===== config.mk =====
export PLATFORM = sky130hd
export DESIGN_NAME = correctable_mem_error_handler
export DESIGN_NICKNAME = d
export VERILOG_FILES = /design/src/corr_err_pkg.sv /design/src/err_cnt_if.sv /design/src/correctable_mem_error_handler.sv /design/src/err_counter.sv
export VERILOG_INCLUDE_DIRS = /design/src
export SDC_FILE = /design/constraint.sdc
export NUM_CORES = 1
export LEC_CHECK = 0
export BUFFER_PORTS_ARGS = -buffer_cell sky130_fd_sc_hd__clkbuf_2
export CAP_MARGIN = 30
export CELL_PAD_IN_SITES_DETAIL_PLACEMENT = 2
export CELL_PAD_IN_SITES_GLOBAL_PLACEMENT = 2
export CORE_ASPECT_RATIO = 1.1
export CORE_MARGIN = 4
export CORE_UTILIZATION = 30
export DETAILED_ROUTE_END_ITERATION = 8
export PLACE_DENSITY_LB_ADDON = 0.15
export SYNTH_ARGS = -nofsm -noshare
export SYNTH_HDL_FRONTEND = slang
export SYNTH_SLANG_ARGS = --single-unit

===== constraint.sdc =====
create_clock -name clk -period 24.6 [get_ports clk]
set_input_delay 2.46 -clock clk [delete_from_list [all_inputs] [get_ports clk]]
set_output_delay 2.46 -clock clk [all_outputs]
set_load 0.05 [all_outputs]

===== src/corr_err_params.svh =====
`ifndef CORR_ERR_PARAMS_SVH
`define CORR_ERR_PARAMS_SVH

`define REG_THRESH_BASE 8'h00
`define REG_COUNT_BASE 8'h0C
`define REG_STATUS 8'h18
`define REG_STRIDE 8'h04

`define STAT_IRQ_BIT 0
`define STAT_BUSY_BIT 1
`define STAT_IC_PEND_BIT 2
`define STAT_IF_PEND_BIT 3

`define THRESH_RESET 32'h0000_0000

`define SRC_IC 0
`define SRC_INSTR_TIGHTLY_COUPLED_MEM 1
`define SRC_DATA_TIGHTLY_COUPLED_MEM 2
`define NUM_SRC 3

`endif


===== src/corr_err_pkg.sv =====
package corr_err_pkg;
	typedef enum {
		IDLE,
		IC_INVAL,
		IC_FLUSH,
		IC_REFILL,
		IF_FLUSH,
		IF_WB,
		IF_REFETCH
	} recov_state_t;
	typedef logic [1:0] inc_amt_t;
endpackage


===== src/err_cnt_if.sv =====
interface err_cnt_if #(parameter int CNT_W = 16);
	corr_err_pkg::inc_amt_t incAmt;
	logic clr;
	logic [CNT_W-1:0] thresh;
	logic [CNT_W-1:0] count;
	logic hit;
	modport cnt (input incAmt, input clr, input thresh, output count, output hit);
	modport ctl (output incAmt, output clr, output thresh, input count, input hit);
endinterface


===== src/correctable_mem_error_handler.sv =====
// Design decisions made here: the APB register port and the register offsets.
`include "corr_err_params.svh"

module correctable_mem_error_handler #(
	parameter int CNT_W = 16,
	parameter int IDX_W = 6,
	parameter int AW = 16,
	parameter int DW = 32
) (
	input wire logic clk,
	input wire logic rst,
	input wire logic psel,
	input wire logic penable,
	input wire logic pwrite,
	input wire logic [7:0] paddr,
	input wire logic [31:0] pwdata,
	output logic [31:0] prdata,
	output logic pready,
	output logic pslverr,
	input wire logic icSglErr,
	input wire logic icDblErr,
	input wire logic [IDX_W-1:0] icFetchSet,
	input wire logic iccmFetchErr,
	input wire logic [AW-1:0] iccmFetchAddr,
	input wire logic [DW-1:0] iccmFetchData,
	input wire logic dccmLsErr,
	input wire logic dccmLsNonSpec,
	input wire logic [AW-1:0] dccmLsAddr,
	input wire logic [DW-1:0] dccmLsData,
	input wire logic dmaValid,
	input wire logic dmaWrite,
	input wire logic dmaIccm,
	input wire logic dmaErr,
	input wire logic [AW-1:0] dmaAddr,
	input wire logic [DW-1:0] dmaData,
	output logic icInvalSet,
	output logic [IDX_W-1:0] icInvalIdx,
	output logic refetchPcFlush,
	output logic icRefill,
	output logic iccmRefetch,
	output logic iccmWbEn,
	output logic [AW-1:0] iccmWbAddr,
	output logic [DW-1:0] iccmWbData,
	output logic dccmWbEn,
	output logic [AW-1:0] dccmWbAddr,
	output logic [DW-1:0] dccmWbData,
	output logic corrIrq
);
	if (CNT_W < 2 || CNT_W > 32 || IDX_W < 1 || AW < 1 || DW < 1) begin : gParamCheck
		$error("unsupported parameter values");
	end

	corr_err_pkg::recov_state_t state_q;
	corr_err_pkg::recov_state_t state_d;

	// error events of the current cycle
	logic icErrEv;
	logic iccmEv;
	logic lsEv;
	logic dmaRdErr;
	logic dmaIccmEv;
	logic dmaDccmEv;
	assign icErrEv = icSglErr | icDblErr;
	assign iccmEv = iccmFetchErr;
	assign lsEv = dccmLsErr & dccmLsNonSpec;
	assign dmaRdErr = dmaValid & ~dmaWrite & dmaErr;
	assign dmaIccmEv = dmaRdErr & dmaIccm;
	assign dmaDccmEv = dmaRdErr & ~dmaIccm;

	// recovery requests waiting for the sequencer
	logic icPend_q;
	logic ifPend_q;
	logic [IDX_W-1:0] icPendSet_q;
	logic [AW-1:0] ifPendAddr_q;
	logic [DW-1:0] ifPendData_q;
	logic [IDX_W-1:0] icWorkSet_q;
	logic [AW-1:0] ifWorkAddr_q;
	logic [DW-1:0] ifWorkData_q;
	logic icTake;
	logic ifTake;
	assign icTake = (state_q == corr_err_pkg::IDLE) & icPend_q;
	assign ifTake = (state_q == corr_err_pkg::IDLE) & ~icPend_q & ifPend_q;

	always_ff @(posedge clk or posedge rst) begin
		if (rst) begin
			icPend_q <= 1'b0;
			ifPend_q <= 1'b0;
			icPendSet_q <= '0;
			ifPendAddr_q <= '0;
			ifPendData_q <= '0;
		end else begin
			// a new error in the take cycle keeps the request alive
			icPend_q <= icErrEv | (icPend_q & ~icTake);
			ifPend_q <= iccmEv | (ifPend_q & ~ifTake);
			if (icErrEv) begin
				icPendSet_q <= icFetchSet;
			end
			if (iccmEv) begin
				ifPendAddr_q <= iccmFetchAddr;
				ifPendData_q <= iccmFetchData;
			end
		end
	end

	always_ff @(posedge clk or posedge rst) begin
		if (rst) begin
			icWorkSet_q <= '0;
			ifWorkAddr_q <= '0;
			ifWorkData_q <= '0;
		end else begin
			if (icTake) begin
				icWorkSet_q <= icPendSet_q;
			end
			if (ifTake) begin
				ifWorkAddr_q <= ifPendAddr_q;
				ifWorkData_q <= ifPendData_q;
			end
		end
	end

	always_comb begin
		state_d = state_q;
		unique case (state_q)
			corr_err_pkg::IDLE: begin
				if (icPend_q) begin
					state_d = corr_err_pkg::IC_INVAL;
				end else if (ifPend_q) begin
					state_d = corr_err_pkg::IF_FLUSH;
				end
			end
			corr_err_pkg::IC_INVAL: state_d = corr_err_pkg::IC_FLUSH;
			corr_err_pkg::IC_FLUSH: state_d = corr_err_pkg::IC_REFILL;
			corr_err_pkg::IC_REFILL: state_d = corr_err_pkg::IDLE;
			corr_err_pkg::IF_FLUSH: begin
				// the write port is busy with a DMA write-back this cycle
				if (!dmaIccmEv) begin
					state_d = corr_err_pkg::IF_WB;
				end
			end
			corr_err_pkg::IF_WB: state_d = corr_err_pkg::IF_REFETCH;
			corr_err_pkg::IF_REFETCH: state_d = corr_err_pkg::IDLE;
		endcase
	end

	logic enterIfFlush;
	logic fsmIccmWb;
	assign enterIfFlush = (state_d == corr_err_pkg::IF_FLUSH) && (state_q != corr_err_pkg::IF_FLUSH);
	assign fsmIccmWb = (state_d == corr_err_pkg::IF_WB);

	always_ff @(posedge clk or posedge rst) begin
		if (rst) begin
			state_q <= corr_err_pkg::IDLE;
			icInvalSet <= 1'b0;
			icInvalIdx <= '0;
			refetchPcFlush <= 1'b0;
			icRefill <= 1'b0;
			iccmRefetch <= 1'b0;
		end else begin
			state_q <= state_d;
			icInvalSet <= (state_d == corr_err_pkg::IC_INVAL);
			icInvalIdx <= icTake ? icPendSet_q : icWorkSet_q;
			refetchPcFlush <= (state_d == corr_err_pkg::IC_FLUSH) | enterIfFlush;
			icRefill <= (state_d == corr_err_pkg::IC_REFILL);
			iccmRefetch <= (state_d == corr_err_pkg::IF_REFETCH);
		end
	end

	// instruction memory write port: DMA read fix-ups go first
	always_ff @(posedge clk or posedge rst) begin
		if (rst) begin
			iccmWbEn <= 1'b0;
			iccmWbAddr <= '0;
			iccmWbData <= '0;
		end else begin
			iccmWbEn <= dmaIccmEv | fsmIccmWb;
			if (dmaIccmEv) begin
				iccmWbAddr <= dmaAddr;
				iccmWbData <= dmaData;
			end else if (fsmIccmWb) begin
				iccmWbAddr <= ifWorkAddr_q;
				iccmWbData <= ifWorkData_q;
			end
		end
	end

	// data memory write port: load/store fix-ups go first, a DMA one waits
	logic dccmHold_q;
	logic [AW-1:0] dccmHoldAddr_q;
	logic [DW-1:0] dccmHoldData_q;
	logic holdLoad;
	assign holdLoad = dmaDccmEv & (lsEv | dccmHold_q);

	always_ff @(posedge clk or posedge rst) begin
		if (rst) begin
			dccmHold_q <= 1'b0;
			dccmHoldAddr_q <= '0;
			dccmHoldData_q <= '0;
		end else begin
			dccmHold_q <= holdLoad | (dccmHold_q & lsEv);
			if (holdLoad) begin
				dccmHoldAddr_q <= dmaAddr;
				dccmHoldData_q <= dmaData;
			end
		end
	end

	always_ff @(posedge clk or posedge rst) begin
		if (rst) begin
			dccmWbEn <= 1'b0;
			dccmWbAddr <= '0;
			dccmWbData <= '0;
		end else begin
			dccmWbEn <= lsEv | dccmHold_q | dmaDccmEv;
			if (lsEv) begin
				dccmWbAddr <= dccmLsAddr;
				dccmWbData <= dccmLsData;
			end else if (dccmHold_q) begin
				dccmWbAddr <= dccmHoldAddr_q;
				dccmWbData <= dccmHoldData_q;
			end else if (dmaDccmEv) begin
				dccmWbAddr <= dmaAddr;
				dccmWbData <= dmaData;
			end
		end
	end

	// APB slave, one wait-free access phase
	logic setup;
	logic wrEn;
	logic mapped;
	logic [31:0] rdData;
	assign setup = psel & ~penable;
	assign wrEn = psel & penable & pready & pwrite & ~pslverr;
	assign mapped = (paddr[1:0] == 2'h0) && (paddr <= `REG_STATUS);

	corr_err_pkg::inc_amt_t incAmt [`NUM_SRC];
	logic [CNT_W-1:0] thresh_q [`NUM_SRC];
	logic [CNT_W-1:0] cntVal [`NUM_SRC];
	logic [`NUM_SRC-1:0] hit;
	logic [`NUM_SRC-1:0] cntClr;

	assign incAmt[`SRC_IC] = {1'b0, icErrEv};
	assign incAmt[`SRC_INSTR_TIGHTLY_COUPLED_MEM] = {1'b0, iccmEv} + {1'b0, dmaIccmEv};
	assign incAmt[`SRC_DATA_TIGHTLY_COUPLED_MEM] = {1'b0, lsEv} + {1'b0, dmaDccmEv};

	for (genvar g = 0; g < `NUM_SRC; g++) begin : gSrc
		localparam logic [7:0] THRESH_ADDR = `REG_THRESH_BASE + 8'(g * 4);
		localparam logic [7:0] COUNT_ADDR = `REG_COUNT_BASE + 8'(g * 4);
		err_cnt_if #(.CNT_W(CNT_W)) cif ();
		err_counter #(.CNT_W(CNT_W)) uCnt (
			.clk(clk),
			.rst(rst),
			.cif(cif)
		);
		assign cif.incAmt = incAmt[g];
		assign cif.clr = wrEn && (paddr == COUNT_ADDR);
		assign cif.thresh = thresh_q[g];
		assign cntVal[g] = cif.count;
		assign hit[g] = cif.hit;
		assign cntClr[g] = cif.clr;
		always_ff @(posedge clk or posedge rst) begin
			if (rst) begin
				thresh_q[g] <= CNT_W'(`THRESH_RESET);
			end else if (wrEn && (paddr == THRESH_ADDR)) begin
				thresh_q[g] <= pwdata[CNT_W-1:0];
			end
		end
	end

	always_comb begin
		rdData = 32'h0000_0000;
		for (int i = 0; i < `NUM_SRC; i++) begin
			if (paddr == `REG_THRESH_BASE + 8'(i * 4)) begin
				rdData[CNT_W-1:0] = thresh_q[i];
			end
			if (paddr == `REG_COUNT_BASE + 8'(i * 4)) begin
				rdData[CNT_W-1:0] = cntVal[i];
			end
		end
		if (paddr == `REG_STATUS) begin
			rdData[`STAT_IRQ_BIT] = corrIrq;
			rdData[`STAT_BUSY_BIT] = (state_q != corr_err_pkg::IDLE);
			rdData[`STAT_IC_PEND_BIT] = icPend_q;
			rdData[`STAT_IF_PEND_BIT] = ifPend_q;
		end
	end

	always_ff @(posedge clk or posedge rst) begin
		if (rst) begin
			pready <= 1'b0;
			pslverr <= 1'b0;
			prdata <= 32'h0000_0000;
			corrIrq <= 1'b0;
		end else begin
			pready <= setup;
			pslverr <= setup & ~mapped;
			prdata <= (setup & ~pwrite & mapped) ? rdData : 32'h0000_0000;
			corrIrq <= |hit;
		end
	end
endmodule // correctable_mem_error_handler


===== src/err_counter.sv =====
module err_counter #(
	parameter int CNT_W = 16
) (
	input wire logic clk,
	input wire logic rst,
	err_cnt_if.cnt cif
);
	logic [CNT_W-1:0] count_q;
	logic [CNT_W-1:0] count_d;
	logic hit_q;
	logic hit_d;
	logic [CNT_W:0] sum;
	logic [CNT_W-1:0] satSum;

	// clear restarts from zero but an increment in the same cycle still counts
	assign sum = {1'b0, count_q} + {{(CNT_W-1){1'b0}}, cif.incAmt};
	assign satSum = sum[CNT_W] ? {CNT_W{1'b1}} : sum[CNT_W-1:0];
	assign count_d = cif.clr ? {{(CNT_W-2){1'b0}}, cif.incAmt} : satSum;
	assign hit_d = (cif.thresh != '0) && (count_d >= cif.thresh);

	always_ff @(posedge clk or posedge rst) begin
		if (rst) begin
			count_q <= '0;
			hit_q <= 1'b0;
		end else begin
			count_q <= count_d;
			hit_q <= hit_d;
		end
	end

	assign cif.count = count_q;
	assign cif.hit = hit_q;
endmodule // err_counter


==> results.toml <==
[clock_tree]
cts.clk_slew.worst_paths_ns = 0.06
htree_levels = 2
holdBufCountCts = 0
cts_buffers = 49
cts_root_buffer = "clkbuf_16"
cts_tree = "built"
cts_sinks = 411
clock_latency_ns = 0.59
clk_path_buf_depth = 3
post_cts_resize_count = 0
post-cts-setup-buffers = 0

[place]
hpwl_um = 47200
portBuffers = 314
gp_congestion = 0.781

[timing]
holdWs_ns = 0.458
fin_setup_tns_ns = 0
skew_ns = 0.0246
setup_viol = 0
max_freq_mhz = 144
rsz0062_at_grt = "no"
finalMaxSlewViolations = 0
period_needed_ns = 6.96
finalHoldViolCount = 0
relSlewSlack_pct = 31.4
fin_crit_sh_pct = 28.3
tightest_slew_ns = 1.02

[flow_run]
cap_violations = 0

[setup_path]
end_kind = "register"
path_cells = "clkbuf_2, nor4bb_1, inv_1, ha_1, ha_1, fa_1, and3_1, nand3_1, or4_1, nand3b_1, o21ai_0, ha_1, nand2b_1, a211oi_1, o311ai_0, a2111oi_0, nor3_1"
crit_family = "simple AND/OR/NAND/NOR gates"
critPathBufInv = 2
crit_fanout = 12
slowest_delay_ns = 0.85
crit_slowest_cell = "nor4bb_1"
critPathKind = "primary input to register"
cp_data_arrival_time_ns = 7.43
crit_top_cell = "ha_1"
startpoint_type = "primary input"
required_ns = 25.06

[floorplan]
row_count = 97
chipHeight_um = 274
ioPinCount = 347
initial_utilization_pct = 30.3
coreArea_um2 = 63700
die_area_um2 = 68500
die_w_um = 250

[power]
p_per_area_nw_per_um2 = 95.2
peakVddDrop_v = 0.0000497
leakage_nw = 10.8

[detailed_routing]
vias = 14603
drc = 0
routed_wl_um = 65300
drt-initial-drc-count = 657
first_pass_iters = 9
via_per_inst = 5.02
routedWlPerCell_um = 22.4
drtAntennaViolNets = 0

[global_route]
grt_pass1_wl_um = 101000
antenna_found_initial = 4
overflow = 0
first_global_vias = 16451
grt_max_degree = 100
grt_util_all_layers_pct = 18.8

[synth]
async_flop_share_pct = 100
syn-cell-area_um2 = 19300
synth.yosys.seq_area_share_pct = 53.2
synthTopCellsByArea = "dfrtp_1 53%, mux2_2 11%, mux2i_1 5.2%"
yosys_warnings = 0
netlist_instances = 1742
ys_ff_latch = 411
avgSynthCellArea_um2 = 11.1
synth_top_area_share_pct = 53.2
synth_edf_count = 0
synth_top_area_cell = "dfrtp_1"
yosys_most_used_dff = "dfrtp_1"
ys_types = 68

[hold_path]
hold_path_class = "register to register"

[final_layout]
final_nets = 2290
drive_gt1_share_pct = 30.3
area_growth_pct = 21.4

[outcome]
outcome = "finished, final reports clean"
cell usage after synthesis, drive strengths merged, types with 3 or more instances:
library cell and n:
a211o 3, a211oi 9, a21o 10, a21oi 113, a222oi 9, a22o 13, a22oi 7, a31oi 6
a41oi 3, and2 34, and3 14, and4 8, buf 46, clkbuf 72, dfrtp 411, ha 56
inv 60, mux2 190, mux2i 100, nand2 158, nand2b 7, nand3 35, nand3b 5, nand4 18
nor2 88, nor2b 5, nor3 14, nor4 23, nor4b 3, o21a 6, o21ai 142, or2 6
or3 4, or4 3, xnor2 12, xor2 19
worst reg2reg max path: stages (launching register included):
cell       delay (ns)
dfrtp_1          0.38
ha_1             0.21
fa_1             0.22
and3_1           0.23
nand3_1          0.20
or4_1            0.78
nand3b_1         0.22
o21ai_0          0.16
ha_1             0.30
nand2b_1         0.14
a211oi_1         0.21
o311ai_0         0.15
a2111oi_0        0.43
nor3_1           0.09
cells in the final DEF (no fill, tap or decap), drive strengths merged, types with 4 or more instances in the layout:
cell type	instances
a22oi	7
conb	16
a211oi	9
clkbuf	387
nor2b	5
a31oi	6
clkinv	11
a21oi	113
nor2	88
mux2	190
inv	60
ha	56
o21ai	142
bufinv	5
xor2	19
xnor2	12
mux2i	100
dfrtp	411
nor3	14
nand2b	7
a22o	13
a222oi	9
o21a	6
and2	34
and3	14
or3	4
nor4	23
and4	8
a21o	10
nand3b	5
nand3	35
nand4	18
nand2	158
buf	24
or2	6
kinds of logic after synthesis:
kind of cell | share of synthesized area, %
AND/OR/NAND/NOR | 10.9
multiplexers | 16.3
AO/OA/AOI/OAI | 10.3
adder cells (fa/ha/maj) | 3.83
other | 0.0194
buffers and inverters | 3.97
XOR/XNOR | 1.41
flip-flops | 53.2
final timing paths:
check	slack, ns	endpoint	cells after the start	from
max	17.64	gSrc[2].uCnt.cif.hit$_DFF_PP0_	17	dmaErr
min	0.46	corrIrq$_DFF_PP0_	1	gSrc[0].uCnt.cif.hit$_DFF_PP0_
max reg2reg	20.75	gSrc[2].uCnt.cif.hit$_DFF_PP0_	13	gSrc[2].uCnt.cif.count[0]$_DFF_PP0_
min reg2reg	0.46	corrIrq$_DFF_PP0_	1	gSrc[0].uCnt.cif.hit$_DFF_PP0_
max in group asynchronous	19.54	ifWorkAddr_q[5]$_DFFE_PP0P_	5	rst
min in group asynchronous	1.98	dccmWbData[1]$_DFFE_PP0P_	2	rst
state kept, by name, summed over array words and instances, names as in the netlist, 3 cells and up:
name	flops
dccmWbAddr	16
dccmWbData	32
iccmWbAddr	16
dccmHoldData_q	32
gSrc.cif.thresh	48
dccmHoldAddr_q	16
state_q	32
icPendSet_q	6
ifPendData_q	32
icInvalIdx	6
ifWorkData_q	32
prdata	16
iccmWbData	32
ifWorkAddr_q	16
ifPendAddr_q	16
gSrc.uCnt.cif.hit	3
gSrc.uCnt.cif.count	48
power by group:
group / total [W] / switching (W) / internal, W
clock: 0.000777 / 0.000307 / 0.000470
combinational: 0.000564 / 0.000377 / 0.000187
sequential: 0.000890 / 0.0000885 / 0.000801
metal layers:
| metal | share of wire (%) | vias to the layer above | GRT usage (%) |
|---|---|---|---|
| met5 | 0.015 | - | 0 |
| met4 | 2.5 | 2 | 5.27 |
| met3 | 3.6 | 78 | 2.99 |
| met2 | 52 | 257 | 34.5 |
| met1 | 42 | 7565 | 22.9 |
| li1 | - | 6701 | - |
metrics by stage:
step	util (%)	std cells	instance area, µm²	setup WS [ns]	power [W]
detailed placement	34.0	2816	21700	17.06	0.00148
floorplan	-	1757	19400	10.70	0.00129
finish	36.8	2909	23400	17.64	0.00223
global placement	34.0	2816	21700	17.18	0.00145
CTS	36.7	2905	23400	17.69	0.00227
global route	36.8	2909	23400	17.29	0.00236
final cells by class:
cell class | instances | area [µm²]
Sequential cell | 411 | 10300
Tap cell | 841 | 1050
Clock buffer | 73 | 1490
Inverter | 60 | 234
Clock inverter | 16 | 234
Timing Repair Buffer | 338 | 1790
Multi-Input combinational cell | 1168 | 8350
Fill cell | 6813 | 40300
Antenna cell | 2 | 5.00
Note: power is estimated with default switching activity, not from simulation.
